**config.mk**
```make
export PLATFORM = sky130hd
export DESIGN_NAME = operand_path
export DESIGN_NICKNAME = d
export VERILOG_FILES = /design/src/lsu_pkg.sv /design/src/addr_former.sv /design/src/data_resizer.sv /design/src/operand_path.sv
export VERILOG_INCLUDE_DIRS = /design/src /design/src/src
export SDC_FILE = /design/constraint.sdc
export NUM_CORES = 1
export LEC_CHECK = 0
export BUFFER_PORTS_ARGS = -buffer_cell sky130_fd_sc_hd__buf_4
export CELL_PAD_IN_SITES_DETAIL_PLACEMENT = 0
export CELL_PAD_IN_SITES_GLOBAL_PLACEMENT = 1
export CORE_MARGIN = 1.5
export CORE_UTILIZATION = 45
export CTS_CLUSTER_SIZE = 28
export DETAILED_ROUTE_END_ITERATION = 10
export GPL_ROUTABILITY_DRIVEN = 1
export GPL_TIMING_DRIVEN = 1
export HOLD_SLACK_MARGIN = 0.15
export MAX_ROUTING_LAYER = met4
export PLACE_DENSITY = 0.72
export SETUP_SLACK_MARGIN = 0.02
export SYNTH_ARGS = -nofsm -noshare
export SYNTH_HDL_FRONTEND = slang
export SYNTH_SLANG_ARGS = --single-unit
```
**constraint.sdc**
```tcl
create_clock -name mclk -period 8.3 [get_ports mclk]
set_input_delay 1.66 -clock mclk [delete_from_list [all_inputs] [get_ports mclk]]
set_output_delay 1.66 -clock mclk [all_outputs]
set_load 0.02 [all_outputs]
```
**src/lsu_defs.svh**
```systemverilog
/*
  Constants of the load/store operand path: sizes, field positions, reset values.
  Assumes it is included by bare name from the package and the design modules.
*/
`ifndef LSU_DEFS_SVH
`define LSU_DEFS_SVH
`define REG_COUNT 16
`define REG_IDX_W 4
`define DATA_W 32
`define ADDR_W 32
`define PHYS_ADDR_W 24
`define SHORT_ADDR_W 16
`define SHORT_SIGN_BIT 15
`define BYTE_SIGN_BIT 7
`define HALF_SIGN_BIT 15
`define REG_RESET_VAL 32'h0000_0000
`define ADDR_RESET_VAL 32'h0000_0000
`endif

```
**src/lsu_pkg.sv**
```systemverilog
/*
  Types for the load/store operand path.
  Assumes lsu_defs.svh is reachable on the include path.
*/
`include "lsu_defs.svh"
package lsu_pkg;
  // Size and extension selection from the decoder
  typedef enum logic [2:0] {
    SZ_QUAD = 3'h0,
    SZ_UNSIGNED_BYTE = 3'h1,
    SZ_SIGNED_BYTE = 3'h2,
    SZ_UNSIGNED_HALF = 3'h3,
    SZ_SIGNED_HALF = 3'h4
  } size_sel_e;

  // Operation selection; one-hot
  typedef enum logic [4:0] {
    OP_MOVE = 5'h01,
    OP_LOAD = 5'h02,
    OP_STORE = 5'h04,
    OP_WIDEN = 5'h08,
    OP_PAIR = 5'h10
  } op_e;

  // One decoded request
  typedef struct packed {
    op_e op;
    size_sel_e size;
    logic [3:0] dst;
    logic [3:0] src;
    logic short_addr;
    logic [31:0] addr;
  } req_s;

  // Memory side request
  typedef struct packed {
    logic valid;
    logic write;
    logic [23:0] addr;
    logic [3:0] lane_en;
    logic [31:0] wdata;
  } mem_req_s;
endpackage

```
**src/addr_former.sv**
```systemverilog
/*
  Forms the effective address from a short or full direct address.
  Assumes the caller registers the result.
*/
`timescale 1ns/1ps
`include "lsu_defs.svh"
module addr_former (
  input wire logic short_addr,
  input wire logic [31:0] addr_in,
  output logic [23:0] phys_addr
);
  logic [31:0] eff;

  // Short form sign-extends: low half to bottom block, high half to top block
  always_comb begin
    if (short_addr) begin
      eff = {{16{addr_in[`SHORT_SIGN_BIT]}}, addr_in[15:0]};
    end else begin
      eff = addr_in;
    end
    phys_addr = eff[`PHYS_ADDR_W-1:0];
  end
endmodule

```
**src/data_resizer.sv**
```systemverilog
/*
  Zero or sign extension of short values into a full register word.
  Assumes sizes come from lsu_pkg.
*/
`timescale 1ns/1ps
`include "lsu_defs.svh"
module data_resizer (
  input wire lsu_pkg::size_sel_e size,
  input wire logic [31:0] raw,
  output logic [31:0] register_widen_instruction
);
  // Raw holds the value right-aligned
  always_comb begin
    unique case (size)
      lsu_pkg::SZ_UNSIGNED_BYTE: register_widen_instruction = {24'h00_0000, raw[7:0]};
      lsu_pkg::SZ_SIGNED_BYTE: register_widen_instruction = {{24{raw[`BYTE_SIGN_BIT]}}, raw[7:0]};
      lsu_pkg::SZ_UNSIGNED_HALF: register_widen_instruction = {16'h0000, raw[15:0]};
      lsu_pkg::SZ_SIGNED_HALF: register_widen_instruction = {{16{raw[`HALF_SIGN_BIT]}}, raw[15:0]};
      default: register_widen_instruction = raw;
    endcase
  end
endmodule

```
**src/operand_path.sv**
```systemverilog
/*
  Load/store operand path: work registers, address forming, byte mapping.
  Assumes a decoder issues one request per cycle and memory answers reads
  combinationally in the cycle after the request, big-endian bytes in rdata.
*/
`timescale 1ns/1ps
`include "lsu_defs.svh"
module operand_path (
  input wire logic mclk,
  input wire logic reset_n,
  input wire logic req_valid,
  input wire lsu_pkg::req_s req,
  input wire logic [31:0] mem_rdata,
  output lsu_pkg::mem_req_s mem_q,
  output logic [63:0] pair_q,
  output logic [31:0] src_val_q,
  output logic done_q
);
  // ----------------------------------------
  // Storage
  // ----------------------------------------
  logic [31:0] regs_q [`REG_COUNT];
  logic load_pend_q;
  logic [3:0] load_dst_q;
  lsu_pkg::size_sel_e load_size_q;
  logic [23:0] phys_addr;
  logic [31:0] load_raw;
  logic [31:0] load_ext;
  logic [31:0] widen_ext;
  logic [31:0] src_val;

  assign src_val = regs_q[req.src];

  // ----------------------------------------
  // Helpers
  // ----------------------------------------
  // Bytes moved for a size selection
  function automatic logic [3:0] lanes(input lsu_pkg::size_sel_e s);
    unique case (s)
      lsu_pkg::SZ_UNSIGNED_BYTE, lsu_pkg::SZ_SIGNED_BYTE: lanes = 4'h1;
      lsu_pkg::SZ_UNSIGNED_HALF, lsu_pkg::SZ_SIGNED_HALF: lanes = 4'h3;
      default: lanes = 4'hF;
    endcase
  endfunction

  addr_former u_addr (
    .short_addr(req.short_addr),
    .addr_in(req.addr),
    .phys_addr(phys_addr)
  );

  // Memory bytes come most significant first; right-align by size
  always_comb begin
    unique case (load_size_q)
      lsu_pkg::SZ_UNSIGNED_BYTE, lsu_pkg::SZ_SIGNED_BYTE:
        load_raw = {24'h00_0000, mem_rdata[31:24]};
      lsu_pkg::SZ_UNSIGNED_HALF, lsu_pkg::SZ_SIGNED_HALF:
        load_raw = {16'h0000, mem_rdata[31:16]};
      default: load_raw = mem_rdata;
    endcase
  end

  data_resizer u_load_ext (
    .size(load_size_q),
    .raw(load_raw),
    .register_widen_instruction(load_ext)
  );

  data_resizer u_widen_ext (
    .size(req.size),
    .raw(src_val),
    .register_widen_instruction(widen_ext)
  );

  // ----------------------------------------
  // Register file writes
  // ----------------------------------------
  // A returning load and a new move may both write; the load lands last
  always_ff @(posedge mclk) begin
    if (!reset_n) begin
      for (int i = 0; i < `REG_COUNT; i++) begin
        regs_q[i] <= `REG_RESET_VAL;
      end
    end else begin
      if (req_valid && req.op == lsu_pkg::OP_MOVE) begin
        regs_q[req.dst] <= src_val;
      end
      if (req_valid && req.op == lsu_pkg::OP_WIDEN) begin
        regs_q[req.dst] <= widen_ext;
      end
      if (load_pend_q) begin
        regs_q[load_dst_q] <= load_ext;
      end
    end
  end

  // ----------------------------------------
  // Memory request
  // ----------------------------------------
  // Store data left-aligned so the top lane hits the effective address
  always_ff @(posedge mclk) begin
    if (!reset_n) begin
      mem_q <= '0;
    end else begin
      mem_q.valid <= req_valid &&
        (req.op == lsu_pkg::OP_LOAD || req.op == lsu_pkg::OP_STORE);
      mem_q.write <= req_valid && req.op == lsu_pkg::OP_STORE;
      mem_q.addr <= phys_addr;
      mem_q.lane_en <= lanes(req.size);
      unique case (lanes(req.size))
        4'h1: mem_q.wdata <= {src_val[7:0], 24'h00_0000};
        4'h3: mem_q.wdata <= {src_val[15:0], 16'h0000};
        default: mem_q.wdata <= src_val;
      endcase
    end
  end

  // Load bookkeeping for the returning cycle
  always_ff @(posedge mclk) begin
    if (!reset_n) begin
      load_pend_q <= 1'b0;
      load_dst_q <= 4'h0;
      load_size_q <= lsu_pkg::SZ_QUAD;
    end else begin
      load_pend_q <= req_valid && req.op == lsu_pkg::OP_LOAD;
      load_dst_q <= req.dst;
      load_size_q <= req.size;
    end
  end

  // ----------------------------------------
  // Pair operand and source view
  // ----------------------------------------
  // Pair is dst (high) and dst+1 (low), read for the wide divide
  always_ff @(posedge mclk) begin
    if (!reset_n) begin
      pair_q <= 64'h0;
      src_val_q <= `REG_RESET_VAL;
      done_q <= 1'b0;
    end else begin
      if (req_valid && req.op == lsu_pkg::OP_PAIR) begin
        pair_q <= {regs_q[req.dst], regs_q[4'(req.dst + 4'h1)]};
      end
      src_val_q <= src_val;
      done_q <= req_valid;
    end
  end

  // ----------------------------------------
  // Checks: address forming
  // ----------------------------------------
  // The short form splits between the bottom block and the top block
  short_high_a: assert property (@(posedge mclk) disable iff (!reset_n)
    req_valid && req.short_addr && req.addr[15] && req.op == lsu_pkg::OP_LOAD
    |=> mem_q.addr[23:16] == 8'hFF)
    else $error("short high address not mapped to top block");

  short_low_a: assert property (@(posedge mclk) disable iff (!reset_n)
    req_valid && req.short_addr && !req.addr[15] && req.op == lsu_pkg::OP_LOAD
    |=> mem_q.addr[23:16] == 8'h00)
    else $error("short low address not mapped to bottom block");

  short_offset_a: assert property (@(posedge mclk) disable iff (!reset_n)
    req_valid && req.short_addr
    |=> mem_q.addr[15:0] == $past(req.addr[15:0]))
    else $error("short address low half altered");

  full_addr_a: assert property (@(posedge mclk) disable iff (!reset_n)
    req_valid && !req.short_addr
    |=> mem_q.addr == $past(req.addr[23:0]))
    else $error("full address not cut to 24 bits");

  // ----------------------------------------
  // Checks: memory request
  // ----------------------------------------
  // Only loads and stores reach memory; a move stays inside the core
  move_no_mem_a: assert property (@(posedge mclk) disable iff (!reset_n)
    req_valid && (req.op == lsu_pkg::OP_MOVE || req.op == lsu_pkg::OP_WIDEN)
    |=> !mem_q.valid)
    else $error("register move reached memory");

  load_read_a: assert property (@(posedge mclk) disable iff (!reset_n)
    req_valid && req.op == lsu_pkg::OP_LOAD
    |=> mem_q.valid && !mem_q.write)
    else $error("load not issued as a read");

  done_pulse_a: assert property (@(posedge mclk) disable iff (!reset_n)
    req_valid |=> done_q)
    else $error("request not acknowledged");

  idle_quiet_a: assert property (@(posedge mclk) disable iff (!reset_n)
    !req_valid |=> !done_q && !mem_q.valid)
    else $error("idle cycle produced a request");

  // ----------------------------------------
  // Checks: stores
  // ----------------------------------------
  // Store data is left-aligned so the top lane lands at the effective address
  quad_lanes_a: assert property (@(posedge mclk) disable iff (!reset_n)
    req_valid && req.op == lsu_pkg::OP_STORE && req.size == lsu_pkg::SZ_QUAD
    |=> mem_q.lane_en == 4'hF && mem_q.wdata == $past(src_val))
    else $error("quad store wrong");

  byte_store_a: assert property (@(posedge mclk) disable iff (!reset_n)
    req_valid && req.op == lsu_pkg::OP_STORE
    && (req.size == lsu_pkg::SZ_UNSIGNED_BYTE || req.size == lsu_pkg::SZ_SIGNED_BYTE)
    |=> mem_q.wdata[31:24] == $past(src_val[7:0]) && mem_q.lane_en == 4'h1)
    else $error("byte store wrong");

  half_store_a: assert property (@(posedge mclk) disable iff (!reset_n)
    req_valid && req.op == lsu_pkg::OP_STORE
    && (req.size == lsu_pkg::SZ_UNSIGNED_HALF || req.size == lsu_pkg::SZ_SIGNED_HALF)
    |=> mem_q.wdata[31:16] == $past(src_val[15:0]) && mem_q.lane_en == 4'h3)
    else $error("half store wrong");

  store_keeps_src_a: assert property (@(posedge mclk) disable iff (!reset_n)
    req_valid && req.op == lsu_pkg::OP_STORE && !load_pend_q
    |=> regs_q[$past(req.src)] == $past(src_val))
    else $error("store altered its source register");

  // ----------------------------------------
  // Checks: loads
  // ----------------------------------------
  // Loads land one edge after the memory cycle, right-aligned and extended
  quad_load_a: assert property (@(posedge mclk) disable iff (!reset_n)
    load_pend_q && load_size_q == lsu_pkg::SZ_QUAD
    |=> regs_q[$past(load_dst_q)] == $past(mem_rdata))
    else $error("quad load not big-endian");

  ubyte_load_a: assert property (@(posedge mclk) disable iff (!reset_n)
    load_pend_q && load_size_q == lsu_pkg::SZ_UNSIGNED_BYTE
    |=> regs_q[$past(load_dst_q)] == {24'h00_0000, $past(mem_rdata[31:24])})
    else $error("unsigned byte load wrong");

  sbyte_ext_a: assert property (@(posedge mclk) disable iff (!reset_n)
    load_pend_q && load_size_q == lsu_pkg::SZ_SIGNED_BYTE
    |-> load_ext[31:8] == {24{mem_rdata[31]}})
    else $error("signed byte extension wrong");

  uhalf_ext_a: assert property (@(posedge mclk) disable iff (!reset_n)
    load_pend_q && load_size_q == lsu_pkg::SZ_UNSIGNED_HALF
    |-> load_ext == {16'h0000, mem_rdata[31:16]})
    else $error("unsigned half load wrong");

  shalf_ext_a: assert property (@(posedge mclk) disable iff (!reset_n)
    load_pend_q && load_size_q == lsu_pkg::SZ_SIGNED_HALF
    |-> load_ext == {{16{mem_rdata[31]}}, mem_rdata[31:16]})
    else $error("signed half extension wrong");

  signed_value_a: assert property (@(posedge mclk) disable iff (!reset_n)
    load_pend_q && load_size_q == lsu_pkg::SZ_SIGNED_BYTE
    |-> $signed(load_ext) == $signed(mem_rdata[31:24]))
    else $error("signed byte value changed");

  load_quad_lanes_a: assert property (@(posedge mclk) disable iff (!reset_n)
    req_valid && req.op == lsu_pkg::OP_LOAD && req.size == lsu_pkg::SZ_QUAD
    |=> mem_q.lane_en == 4'hF)
    else $error("quad load lanes wrong");

  load_byte_lanes_a: assert property (@(posedge mclk) disable iff (!reset_n)
    req_valid && req.op == lsu_pkg::OP_LOAD
    && (req.size == lsu_pkg::SZ_UNSIGNED_BYTE || req.size == lsu_pkg::SZ_SIGNED_BYTE)
    |=> mem_q.lane_en == 4'h1)
    else $error("byte load lanes wrong");

  load_half_lanes_a: assert property (@(posedge mclk) disable iff (!reset_n)
    req_valid && req.op == lsu_pkg::OP_LOAD
    && (req.size == lsu_pkg::SZ_UNSIGNED_HALF || req.size == lsu_pkg::SZ_SIGNED_HALF)
    |=> mem_q.lane_en == 4'h3)
    else $error("half load lanes wrong");

  // ----------------------------------------
  // Checks: register moves
  // ----------------------------------------
  // Guarded against a landing load, which takes priority on its edge
  move_full_a: assert property (@(posedge mclk) disable iff (!reset_n)
    req_valid && req.op == lsu_pkg::OP_MOVE && !load_pend_q
    |=> regs_q[$past(req.dst)] == $past(src_val))
    else $error("register move lost bits");

  widen_a: assert property (@(posedge mclk) disable iff (!reset_n)
    req_valid && req.op == lsu_pkg::OP_WIDEN && req.size == lsu_pkg::SZ_SIGNED_HALF
    && !load_pend_q
    |=> regs_q[$past(req.dst)][31:16] == {16{$past(src_val[15])}})
    else $error("register widen wrong");

  widen_zero_a: assert property (@(posedge mclk) disable iff (!reset_n)
    req_valid && req.op == lsu_pkg::OP_WIDEN && req.size == lsu_pkg::SZ_UNSIGNED_BYTE
    && !load_pend_q
    |=> regs_q[$past(req.dst)] == {24'h00_0000, $past(src_val[7:0])})
    else $error("unsigned byte widen wrong");

  widen_sbyte_a: assert property (@(posedge mclk) disable iff (!reset_n)
    req_valid && req.op == lsu_pkg::OP_WIDEN && req.size == lsu_pkg::SZ_SIGNED_BYTE
    && !load_pend_q
    |=> regs_q[$past(req.dst)] == {{24{$past(src_val[7])}}, $past(src_val[7:0])})
    else $error("signed byte widen wrong");

  widen_uhalf_a: assert property (@(posedge mclk) disable iff (!reset_n)
    req_valid && req.op == lsu_pkg::OP_WIDEN && req.size == lsu_pkg::SZ_UNSIGNED_HALF
    && !load_pend_q
    |=> regs_q[$past(req.dst)] == {16'h0000, $past(src_val[15:0])})
    else $error("unsigned half widen wrong");

  pair_read_a: assert property (@(posedge mclk) disable iff (!reset_n)
    req_valid && req.op == lsu_pkg::OP_PAIR
    |=> pair_q == {$past(regs_q[req.dst]), $past(regs_q[4'(req.dst + 4'h1)])})
    else $error("register pair read wrong");

  pair_hold_a: assert property (@(posedge mclk) disable iff (!reset_n)
    !(req_valid && req.op == lsu_pkg::OP_PAIR) |=> $stable(pair_q))
    else $error("register pair changed without request");
endmodule

```
==> results by group <==
Route
  – Initial DRC count: 5531
  – Detailed-route via count: 33783
  – Wire per inst: 37.8 um
  – 1st-pass router iterations: 6
  – DR vias/cell: 7.47
  – ANT nets after route: 0
  – Drt total wl: 171000 um
  – Residual DRC: 0

GRT
  – Initial antenna violation count: 9
  – Pin count of the biggest net entering global routing: 69
  – Via count of the first global-routing pass: 32849
  – GRT overflow: 0
  – Total track usage: 38.5%
  – First-pass GRT wire length: 238000 um

Logic synthesis
  – Mapped Nets: 3271
  – Yosys top cell by area: edfxtp_1
  – Flops & latches, synth: 678
  – Post-synth ARST share: 0%
  – Synth Cell Area: 39600 um2
  – Top cells by area, synth: edfxtp_1 (39%), mux4_2 (23%), dfxtp_1 (8.4%)
  – Sequential area share after synthesis: 47.3%
  – Ys flop type: edfxtp_1
  – Most frequent cell after synthesis: edfxtp_1
  – Post-synth cell types: 52
  – Ys Warns: 0
  – Avg Synthesized Cell Area: 12.4 um2
  – Post-synth EDFFs: 512
  – Synth top area share: 38.9%
  – Synth top cells by count: edfxtp_1 (512), nand2_1 (511), mux4_2 (396)
  – Mapped Cells: 3183

Timing
  – Final setup vio count: 0
  – Minimum clock period: 5.72 ns
  – Max Clk Rate: 175 MHz
  – Worst Skew: 0.0332 ns
  – Slew @ Worst Pin: 1.42 ns
  – Slew margin rel.: 4.86%
  – WHS: 0.466 ns
  – Unrepaired setup endpoints after global routing: no
  – Final Hold Vio Count: 0
  – Max-slew violation count: 0
  – Final period util: 68.9%
  – Setup TNS: 0 ns

Die
  – Core area: 86900 um2
  – Die X: 300 um
  – Die area: 89700 um2
  – # rows: 108
  – Die height: 300 um
  – I/O pin total: 243
  – Initial Util: 45.5%

Worst setup path
  – CP arrival: 6.16 ns
  – Worst reg2reg setup slack: 4.24 ns
  – WS Path Type: in -> reg
  – Crit start category: input pin
  – CP required: 8.74 ns
  – Crit path max fanout: 29
  – Critical Path End Type: flip-flop

Clock tree
  – Clk Latency, worst-skew pair: 0.65 ns
  – Post-CTS Setup Repair Bufs: 0
  – Clock sinks: 678
  – Clock Path Buffers: 3
  – Root Buffer: clkbuf_16
  – CTS Hold Bufs: 0
  – Max H-tree Level: 3
  – TritonCTS clock tree: yes
  – CTS buffer count: 77
  – CTS clk-pin slew, worst paths: 0.06 ns
  – Post_cts resized: 0

Cells and area
  – Fill cells: 7423
  – Layout cells sized above 1: 29.6%
  – Final #Nets: 3379
  – Area Growth Syn to Fin: 14.6%

Power and ir drop
  – Power Density: 198 nW/um2
  – Peak supply drop: 167 uV
  – Lkg Pwr: 17.2 nW

Job
  – MaxCap Viol Count: 0

Worst hold path
  – Worst Hold Class: reg -> reg

Placement
  – Placer Congestion: 0.965
  – # port buffers: 234
  – HPWL after DPL: 105000 um

Outcome
  – Outcome: finished, final reports clean
[layout make-up]
class / instances / area [um2] / area share [%]
clock buffer: 96 / 2090 / 4.61
clock inverter: 48 / 604 / 1.33
multi-input combinational: 2084 / 19300 / 42.5
tap: 1155 / 1450 / 3.19
sequential: 678 / 18700 / 41.2
inverter: 58 / 218 / 0.480
timing repair buffer: 392 / 3000 / 6.61
antenna: 9 / 22.5 / 0.0497
[routing by layer]
layer  vias to the layer above  GRT usage (%)  part of all wire (%)
met4                         0           18.7                   5.6
met1                     16688           47.0                    34
met2                      3325           55.2                    43
li1                      13059              -                     -
met5                         -              -                     0
met3                       711           16.1                    17
[power by group]
group / internal (W) / switching (W)
Clock: 0.00216 / 0.00153
Combinational: 0.000523 / 0.000934
Sequential: 0.00376 / 0.0000892
[worst max-delay path, stage by stage]
cell,delay [ns]
buf_4,0.48
clkinv_1,0.86
a221oi_1,0.48
nand2_1,0.30
a2111oi_4,1.23
o211ai_2,0.84
o221ai_1,0.26
[state kept, by name (all words and copies together) (netlist names)]
signal	flops
regs_q	512
pair_q	64
mem_q	61
src_val_q	32
load_dst_q	4
load_size_q	3
done_q	1
load_pend_q	1
[cells in the final DEF, fill, tap and decap left out, types with 7 or more instances in the layout]
| cell | count |
|---|---|
| edfxtp_1 | 512 |
| nand2_1 | 511 |
| mux4_2 | 396 |
| buf_4 | 387 |
| a22oi_1 | 288 |
| o22ai_1 | 240 |
| dfxtp_1 | 164 |
| clkbuf_16 | 79 |
| o21ai_0 | 71 |
| a21oi_1 | 57 |
| nand3_1 | 56 |
| inv_1 | 55 |
| mux2i_1 | 50 |
| nor2_1 | 41 |
| nand3b_1 | 34 |
| o221ai_1 | 32 |
| a32o_1 | 32 |
| a22o_1 | 32 |
| nor2_2 | 31 |
| and2_1 | 30 |
| or3_1 | 17 |
| a221oi_1 | 16 |
| a211oi_1 | 16 |
| o211ai_1 | 16 |
| nand2b_1 | 15 |
| nor2b_1 | 13 |
| clkinv_2 | 12 |
| clkbuf_1 | 12 |
| clkinv_1 | 11 |
| bufinv_16 | 11 |
| a21oi_2 | 10 |
| diode_2 | 9 |
| o211ai_4 | 9 |
| a222oi_1 | 7 |
[final timing paths]
kind,start,end,cells past startpoint
worst min register to register,pair_q[4],pair_q[4],1
worst min-delay path,pair_q[4],pair_q[4],1
worst max-delay path,req[36],regs_q[2][31],7
worst max register to register,load_dst_q[2],regs_q[4][31],8
[kinds of logic after synthesis]
family	after synthesis	synth area share, %
mux	446	23.8
buf+inv	421	4.53
xor+xnor	7	0.155
simple gates	780	8.69
compound gates	847	15.4
fa+ha+maj	4	0.127
flops	678	47.3
[stage by stage]
stage                     util [%]  setup WS (ns)  total power, W  cell area (um2)  cells
after global routing          52.2           2.65         0.00917            45300   4519
after global placement        49.0           2.19         0.00530            42600   4366
final                         52.2           2.58         0.00899            45300   4520
after floorplan                  -           3.13         0.00478            39600   3183
after CTS                     52.1           2.83         0.00894            45300   4510
after detailed placement      49.0           2.18         0.00533            42600   4366
(Power assumes the default switching activity.)
